==> src/rtl/udcfg_consts.svh <==
// Purpose: constants for the device-side interrupt mask and DMA setup registers
// Assumes: command-code register access, 16-bit data words
// Notes: command codes, setup fields and the mask, setup and count reset values live here
`ifndef UDCFG_CONSTS_SVH
`define UDCFG_CONSTS_SVH
`define UDCFG_CMD_SETUP_WR 8'hf0
`define UDCFG_CMD_SETUP_RD 8'hf1
`define UDCFG_CMD_COUNT_WR 8'hf2
`define UDCFG_CMD_COUNT_RD 8'hf3
`define UDCFG_CMD_MASK_WR 8'hc2
`define UDCFG_CMD_MASK_RD 8'hc3
`define UDCFG_MASK_RESET 32'h0000_0000
`define UDCFG_MASK_WMASK 32'h00ff_ff7f
`define UDCFG_SETUP_RESET 16'h0000
`define UDCFG_SETUP_WMASK 16'hc0fb
`define UDCFG_BIT_CNT_END 15
`define UDCFG_BIT_SHORT 14
`define UDCFG_BIT_RUN 3
`define UDCFG_EP_LSB 4
`define UDCFG_EP_MSB 7
`define UDCFG_BURST_LSB 0
`define UDCFG_BURST_MSB 1
`define UDCFG_COUNT_RESET 16'h0000
`define UDCFG_NUM_EVENTS 24
`endif

==> src/rtl/udcfg_pkg.sv <==
// Purpose: types for the interrupt mask and DMA setup block
// Assumes: constants come from udcfg_consts.svh
// Notes: bus phase states for the command port
package udcfg_pkg;
   typedef enum logic [1:0] {UDCFG_IDLE, UDCFG_LO, UDCFG_HI} udcfg_phase_t;
   typedef enum logic [1:0] {UDCFG_B1, UDCFG_B4, UDCFG_B8, UDCFG_B16} udcfg_burst_t;
endpackage

==> src/rtl/udcfg_regs.sv <==
// Purpose: interrupt mask and DMA setup registers behind the command port
// Assumes: cmd_valid/wr_valid/rd_take are one-cycle strobes from local logic
// Notes: the 32-bit mask moves as two words, low first; others one word
`include "udcfg_consts.svh"
module udcfg_regs
   import udcfg_pkg::*;
(
   // Clock and reset
   input wire logic clk,
   input wire logic rstn,
   // Command port
   input wire logic cmd_valid,
   input wire logic [7:0] cmd_code,
   input wire logic wr_valid,
   input wire logic [15:0] wr_data,
   input wire logic rd_take,
   output logic [15:0] rd_data,
   // Controller events and status
   input wire logic usb_bus_reset,
   input wire logic [23:0] event_pulse,
   input wire logic count_step,
   input wire logic short_out_packet,
   // Outputs
   output logic irq_req,
   output logic [23:0] event_status,
   output logic dma_active,
   output logic [3:0] dma_target_endpoint,
   output logic [1:0] burst_length_sel,
   output logic end_of_transfer
);
   logic rst_meta, rst_sync, rst_n;
   udcfg_phase_t phase;
   logic [7:0] cur_cmd;
   logic [31:0] interrupt_mask;
   logic [15:0] dma_setup, dma_count_reg, dma_byte_count;
   logic run_set, run_clr;
   logic [15:0] next_rd;

   // Reset release through two flops
   always_ff @(posedge clk or negedge rstn) begin
      if (!rstn) begin
         rst_meta <= 1'b0;
         rst_sync <= 1'b0;
      end else begin
         rst_meta <= 1'b1;
         rst_sync <= rst_meta;
      end
   end
   assign rst_n = rst_sync;

   // Command phase tracking; a new command always restarts the sequence
   always_ff @(posedge clk or negedge rst_n) begin
      if (!rst_n) begin
         phase <= UDCFG_IDLE;
         cur_cmd <= 8'h00;
      end else if (cmd_valid) begin
         phase <= UDCFG_LO;
         cur_cmd <= cmd_code;
      end else if (wr_valid || rd_take) begin
         case (phase)
            UDCFG_LO: phase <= (cur_cmd[7:1] == 7'h61) ? UDCFG_HI : UDCFG_IDLE;
            UDCFG_HI: phase <= UDCFG_IDLE;
            default: phase <= UDCFG_IDLE;
         endcase
      end
   end

   // Reserved mask bits forced to zero
   always_ff @(posedge clk or negedge rst_n) begin
      if (!rst_n)
         interrupt_mask <= `UDCFG_MASK_RESET;
      else if (wr_valid && cur_cmd == `UDCFG_CMD_MASK_WR && phase == UDCFG_LO)
         interrupt_mask[15:0] <= wr_data & 16'(`UDCFG_MASK_WMASK);
      else if (wr_valid && cur_cmd == `UDCFG_CMD_MASK_WR && phase == UDCFG_HI)
         interrupt_mask[31:16] <= wr_data & 16'(`UDCFG_MASK_WMASK >> 16);
   end

   assign run_set = wr_valid && cur_cmd == `UDCFG_CMD_SETUP_WR && phase == UDCFG_LO
                    && wr_data[`UDCFG_BIT_RUN];
   assign run_clr = wr_valid && cur_cmd == `UDCFG_CMD_SETUP_WR && phase == UDCFG_LO
                    && !wr_data[`UDCFG_BIT_RUN];

   // Bus reset clears only run; ending stops run too
   always_ff @(posedge clk or negedge rst_n) begin
      if (!rst_n)
         dma_setup <= `UDCFG_SETUP_RESET;
      else if (wr_valid && cur_cmd == `UDCFG_CMD_SETUP_WR && phase == UDCFG_LO)
         dma_setup <= (wr_data & `UDCFG_SETUP_WMASK) & ~({15'h0000, usb_bus_reset} << `UDCFG_BIT_RUN);
      else if (usb_bus_reset || end_of_transfer)
         dma_setup[`UDCFG_BIT_RUN] <= 1'b0;
   end

   // Programmed count keeps its value over bus reset
   always_ff @(posedge clk or negedge rst_n) begin
      if (!rst_n)
         dma_count_reg <= `UDCFG_COUNT_RESET;
      else if (wr_valid && cur_cmd == `UDCFG_CMD_COUNT_WR && phase == UDCFG_LO)
         dma_count_reg <= wr_data;
   end

   // Reload on each enable; counts down while running
   always_ff @(posedge clk or negedge rst_n) begin
      if (!rst_n)
         dma_byte_count <= `UDCFG_COUNT_RESET;
      else if (run_set && !usb_bus_reset)
         dma_byte_count <= dma_count_reg;
      else if (dma_setup[`UDCFG_BIT_RUN] && count_step && dma_byte_count != 16'h0000)
         dma_byte_count <= dma_byte_count - 16'h0001;
   end

   // End of transfer pulse; software keeps short mode off for IN
   always_ff @(posedge clk or negedge rst_n) begin
      if (!rst_n)
         end_of_transfer <= 1'b0;
      else
         end_of_transfer <= dma_setup[`UDCFG_BIT_RUN] && !end_of_transfer && !run_clr && !usb_bus_reset &&
            ((dma_setup[`UDCFG_BIT_CNT_END] && dma_byte_count == 16'h0000) ||
             (dma_setup[`UDCFG_BIT_SHORT] && short_out_packet));
   end

   // Status always records; set wins over a read-clear
   always_ff @(posedge clk or negedge rst_n) begin
      if (!rst_n)
         event_status <= 24'h000000;
      else
         event_status <= event_pulse |
            ((rd_take && cur_cmd == `UDCFG_CMD_MASK_RD) ? 24'h000000 : event_status) & 24'hffffff;
   end

   always_ff @(posedge clk or negedge rst_n) begin
      if (!rst_n)
         irq_req <= 1'b0;
      else
         irq_req <= |(event_status & interrupt_mask[23:0]);
   end

   always_comb begin
      next_rd = 16'h0000;
      case (cur_cmd)
         `UDCFG_CMD_SETUP_RD: next_rd = dma_setup;
         `UDCFG_CMD_COUNT_RD: next_rd = dma_byte_count;
         `UDCFG_CMD_MASK_RD: next_rd = (phase == UDCFG_HI) ? interrupt_mask[31:16] : interrupt_mask[15:0];
         default: next_rd = 16'h0000;
      endcase
   end

   // Registered read data and field outputs
   always_ff @(posedge clk or negedge rst_n) begin
      if (!rst_n) begin
         rd_data <= 16'h0000;
         dma_active <= 1'b0;
         dma_target_endpoint <= 4'h0;
         burst_length_sel <= 2'h0;
      end else begin
         rd_data <= next_rd;
         dma_active <= dma_setup[`UDCFG_BIT_RUN] && !run_clr && !usb_bus_reset && !end_of_transfer;
         dma_target_endpoint <= dma_setup[`UDCFG_EP_MSB:`UDCFG_EP_LSB];
         burst_length_sel <= dma_setup[`UDCFG_BURST_MSB:`UDCFG_BURST_LSB];
      end
   end

   // Checks
   AST_MASK_RSVD: assert property (@(posedge clk) disable iff (!rst_n)
      interrupt_mask[31:24] == 8'h00 && !interrupt_mask[7]) else $error("reserved mask bits set");
   AST_IRQ_GATE: assert property (@(posedge clk) disable iff (!rst_n)
      ((event_status & interrupt_mask[23:0]) == 24'h0) |=> !irq_req) else $error("irq without enable");
   AST_IRQ_FIRE: assert property (@(posedge clk) disable iff (!rst_n)
      ((event_status & interrupt_mask[23:0]) != 24'h0) |=> irq_req) else $error("enabled event no irq");
   AST_STATUS_KEEP: assert property (@(posedge clk) disable iff (!rst_n)
      event_pulse != 24'h0 |=> (event_status & $past(event_pulse)) == $past(event_pulse))
      else $error("event lost");
   AST_BUSRST_RUN: assert property (@(posedge clk) disable iff (!rst_n)
      usb_bus_reset |=> !dma_setup[`UDCFG_BIT_RUN] ##1 !dma_active) else $error("run survived bus reset");
   AST_BUSRST_KEEP: assert property (@(posedge clk) disable iff (!rst_n)
      usb_bus_reset && !wr_valid |=> dma_setup[15:4] == $past(dma_setup[15:4])) else $error("bus reset hit fields");
   AST_RUN_STOP: assert property (@(posedge clk) disable iff (!rst_n)
      run_clr |=> !dma_setup[`UDCFG_BIT_RUN] && !dma_active) else $error("stop not immediate");
   AST_RELOAD: assert property (@(posedge clk) disable iff (!rst_n)
      run_set && !usb_bus_reset |=> dma_byte_count == $past(dma_count_reg)) else $error("no reload");
   AST_CNT_EOT: assert property (@(posedge clk) disable iff (!rst_n)
      dma_setup[15] && dma_setup[3] && dma_byte_count == 16'h0 && !end_of_transfer && !usb_bus_reset
      && !wr_valid |=> end_of_transfer) else $error("no count end");
   AST_SHORT_EOT: assert property (@(posedge clk) disable iff (!rst_n)
      dma_setup[14] && dma_setup[3] && short_out_packet && !end_of_transfer && !usb_bus_reset
      && !wr_valid |=> end_of_transfer) else $error("no short end");
   AST_EOT_RUN: assert property (@(posedge clk) disable iff (!rst_n)
      end_of_transfer |-> $past(dma_setup[3])) else $error("end without run");
   AST_SETUP_RD: assert property (@(posedge clk) disable iff (!rst_n)
      cur_cmd == `UDCFG_CMD_SETUP_RD && !wr_valid && !usb_bus_reset && !end_of_transfer
      |=> rd_data == $past(dma_setup)) else $error("setup read wrong");
   AST_FIELDS: assert property (@(posedge clk) disable iff (!rst_n)
      ##1 dma_target_endpoint == $past(dma_setup[7:4]) && burst_length_sel == $past(dma_setup[1:0]))
      else $error("field output stale");
   AST_COUNT_RD: assert property (@(posedge clk) disable iff (!rst_n)
      cur_cmd == `UDCFG_CMD_COUNT_RD |=> rd_data == $past(dma_byte_count)) else $error("count read wrong");
   AST_COUNT_STEP: assert property (@(posedge clk) disable iff (!rst_n)
      dma_setup[3] && count_step && dma_byte_count != 16'h0 && !run_set
      |=> dma_byte_count == $past(dma_byte_count) - 16'h0001) else $error("count not stepped");
   AST_EOT_PULSE: assert property (@(posedge clk) disable iff (!rst_n)
      end_of_transfer |=> !end_of_transfer) else $error("end pulse too long");
   // Mask only moves on its own write command, so stray data words cannot open an interrupt
   AST_MASK_KEEP: assert property (@(posedge clk) disable iff (!rst_n)
      !(wr_valid && cur_cmd == `UDCFG_CMD_MASK_WR) |=> $stable(interrupt_mask)) else $error("mask moved");

   for (genvar i = 0; i < `UDCFG_NUM_EVENTS; i++) begin : g_evt
      AST_EVT_SET: assert property (@(posedge clk) disable iff (!rst_n)
         event_pulse[i] |=> event_status[i]) else $error("event not recorded");
      AST_EVT_HOLD: assert property (@(posedge clk) disable iff (!rst_n)
         event_status[i] && !(rd_take && cur_cmd == `UDCFG_CMD_MASK_RD) |=> event_status[i])
         else $error("status bit dropped");
   end

   // Main scenarios that the bench should reach
   COV_RUN: cover property (@(posedge clk) disable iff (!rst_n) run_set ##[1:50] end_of_transfer);
   COV_IRQ: cover property (@(posedge clk) disable iff (!rst_n) !irq_req ##1 irq_req);
   COV_BUSRST: cover property (@(posedge clk) disable iff (!rst_n) dma_active ##1 usb_bus_reset);
   COV_SHORT: cover property (@(posedge clk) disable iff (!rst_n)
      dma_setup[14] && short_out_packet ##1 end_of_transfer);
   COV_STATUS_CLR: cover property (@(posedge clk) disable iff (!rst_n)
      event_status != 24'h0 ##1 event_status == 24'h0);
endmodule

==> config.mk <==
export PLATFORM = sky130hd
export DESIGN_NAME = udcfg_regs
export DESIGN_NICKNAME = d
export VERILOG_FILES = /design/src/rtl/udcfg_pkg.sv /design/src/rtl/udcfg_regs.sv
export VERILOG_INCLUDE_DIRS = /design/src /design/src/rtl
export SDC_FILE = /design/constraint.sdc
export NUM_CORES = 1
export LEC_CHECK = 0
export ABC_AREA = 1
export BUFFER_PORTS_ARGS = -buffer_cell sky130_fd_sc_hd__clkbuf_2
export CAP_MARGIN = 20
export CELL_PAD_IN_SITES_DETAIL_PLACEMENT = 1
export CELL_PAD_IN_SITES_GLOBAL_PLACEMENT = 2
export CORE_AREA = 2 2 113 159
export CTS_CLUSTER_SIZE = 28
export DETAILED_ROUTE_END_ITERATION = 8
export DIE_AREA = 0 0 115 161
export PLACE_DENSITY_LB_ADDON = 0.1
export SLEW_MARGIN = 20
export SYNTH_ARGS = -nofsm -noshare
export SYNTH_HDL_FRONTEND = slang
export SYNTH_SLANG_ARGS = --single-unit
==> constraint.sdc <==
create_clock -name clk -period 5.2 [get_ports clk]
set_clock_uncertainty 0.05 [all_clocks]
set_input_delay 1.04 -clock clk [delete_from_list [all_inputs] [get_ports clk]]
set_output_delay 1.04 -clock clk [all_outputs]
set_load 0.03 [all_outputs]
==> impl_metrics.ini <==
[clock_network]
cts.htree.levels = 4
numClockSinks = 125
post_cts_resize_count = 0
clk_path_buf_depth = 2
clock_latency_ps = 420
post_cts_buffers = 0
path_clk_slew_ps = 60
cts_tree = yes
hold_buffers = 0
ctsRootBufferMaster = clkbuf_16
cts-buffers-inserted = 17

[cells_and_area]
largest_reg_flops = 24
top_register = event_status
final_cell_area_sq_mm = 0.00684
largest_registers = event_status (24), interrupt_mask (23)
fillerInstances = 2046
antennaDiodeCount = 0
fin_nets = 797
area_growth_pct = 22.9
drive_gt1_frac = 0.211

[floorplanning]
dieWidth_microns = 115
die_area_sq_mm = 0.0185
rows = 57
io-pin-count = 105
start_util = 0.325
die_h_microns = 161
core_area_sq_mm = 0.0171

[global_routing]
antenna_found_initial = 0
grt_usage = 0.189
grt-ovfl-total = 0
grt_max_degree = 64
grt_pass1_wl_microns = 26700
grt_pass1_vias = 4908

[timing]
relSlewSlack = 0.324
rsz0062_at_grt = false
final-setup-viol-count = 0
finalCriticalPeriod_ps = 2470
setup-tns-final_ps = 0
fin_crit_sh = 0.475
fmax_mhz = 405
worst_pin_slew_ps = 1010
slew_violations = 0
final_hold_viol_count = 0

[worst_setup_path]
worst_ep_arrival_time_ps = 2770
r2r_end = dma_byte_count[10]$_DFFE_PN0P_
cp_max_fo = 16
cp_num_buf_inv = 2
worstPathCellList = inv_1 > ha_1 > nand2_1 > nor2_1 > nand2_1 > nand2_2 > inv_2 > nand2_1 > nor2_1 > nor2_1
reg2reg_from = dma_byte_count[0]$_DFFE_PN0P_
reg2reg_depth = 10
crit_type = reg -> reg
critPathTopFamily = simple AND/OR/NAND/NOR gates
rrSetupSlack_ps = 2730
slowest_delay_ps = 400
cp-end-kind = flop
startpoint_type = flop
required_ps = 5500
cp_slowest_cell = dfrtp_1

[synthesis]
synth_edf_count = 0
synth_top_area_cell = dfrtp_1
ys.flop_type = dfrtp_1
synth.top_cell.area_share = 0.563
synth_seq_cells = 125
ys_seq_area_frac = 0.563
postSynth.asyncResetShare = 1.00
synth.area.top_cells = dfrtp_1 56%, nand2_1 11%, nand3_1 6.2%
syn_nets = 689
ys_types = 33
synthCells = 632
synth_common_cells = 170 x nand2_1, 125 x dfrtp_1, 76 x inv_1, 69 x nand3_1, 52 x o21ai_0
synth_area_per_cell_sq_um = 8.80
synth_area_sq_mm = 0.00556
yosysWarnings = 0
yosysMostFrequentCell = nand2_1

[hold_path]
holdPathEnd = rst_n$_DFF_PN0_
hold_path_depth = 0
holdCritStartpoint = rst_meta$_DFF_PN0_
hp-class = reg -> reg

[route]
first_iter_violations = 146
drt_wl_total_microns = 16300
dr.pass1.iters = 4
via_per_inst = 4.84
vias = 4640
wl_per_cell_microns = 17.0
ant_nets = 0
drc = 0

[outcome]
outcome = complete, no violations

[power_and_ir_drop]
comb_power_share = 0.053
seqPwrFrac = 0.437
intPower_uw = 1820
power.switching_fraction = 0.227
power_switching_uw = 536
p_per_area_mw_per_mm2 = 345
peakVddDrop_mv = 0.205
clkPwrFrac = 0.510
leakage_uw = 0.00367

[run]
max-cap-violations = 0

[place]
hpwlAfterDp_microns = 12500
io_buffers = 104
gp_congestion = 0.808
postPlaceCellArea_sq_mm = 0.00623
[kinds of logic (layout without fill, tap and decap cells)]
group,Yosys count,in the layout,share of synthesized area
simple gates,305,305,0.239
other cells,1,1,0.000674
flops,125,125,0.563
buf+inv,95,216,0.0752
xor+xnor,8,8,0.0126
compound gates,97,97,0.108
fa+ha+maj,1,1,0.00225
[metal layers]
layer / GRT usage / routed length, microns / up-vias
li1: - / - / 2258
met1: 0.251 / 7440 / 2281
met2: 0.310 / 8140 / 89
met3: 0.0417 / 532 / 12
met4: 0.0553 / 218 / 0
met5: 0 / 0 / -
[worst max-delay path by stage]
| stage | start | to | slack, ps | cells past startpoint |
|---|---|---|---|---|
| 2_1_floorplan | rst_n$_DFF_PN0_ | burst_length_sel[0]$_DFF_PN0_ | 1410 | 0 |
| 3_3_place_gp | wr_data[3] | dma_byte_count[10]$_DFFE_PN0P_ | 2400 | 8 |
| 3_5_place_dp | wr_valid | end_of_transfer$_DFF_PN0_ | 2340 | 10 |
| 4_1_cts | dma_byte_count[0]$_DFFE_PN0P_ | dma_byte_count[10]$_DFFE_PN0P_ | 2680 | 10 |
| 5_1_grt | wr_valid | end_of_transfer$_DFF_PN0_ | 2570 | 10 |
| 6_report | dma_byte_count[0]$_DFFE_PN0P_ | dma_byte_count[10]$_DFFE_PN0P_ | 2730 | 10 |
[power by group through the flow]
stage               clock network (uW)  logic, uW  registers, uW
floorplan                            0       57.8           1060
global route                      1280        142           1040
detailed placement                   0        129           1050
CTS                               1240        130           1030
global placement                     0        126           1050
finish                            1200        126           1030
[cell type report]
cell class,count,area (sq um),share of cell area
clock buffer,22,464,0.0679
timing repair buffer,106,536,0.0783
multi-input combinational,412,2010,0.295
tap,206,258,0.0377
sequential,125,3130,0.458
inverter,78,293,0.0428
clock inverter,10,139,0.0203
[through the flow]
step,hold WS [ps],setup WS (ps),std cells,power [uW],util
6_report,304,2730,959,2360,0.399
5_1_grt,308,2570,959,2460,0.399
4_1_cts,307,2680,959,2400,0.399
3_5_place_dp,290,2340,927,1180,0.364
3_3_place_gp,289,2400,927,1170,0.364
2_1_floorplan,281,1410,632,1120,-
[placed cells by master, fill, tap and decap left out, drive strengths merged, types with 3 or more instances in the layout]
cell type and n:
xor2 6, o21ai 62, nand4 6, nor2 46, o21bai 24, nand2 173
nand3b 5, bufinv 3, clkinvlp 4, nand3 70, o211ai 5, inv 78
nor3 4, dfrtp 125, clkbuf 126, clkinv 3
No activity file was read; power rests on OpenSTA's default activity.
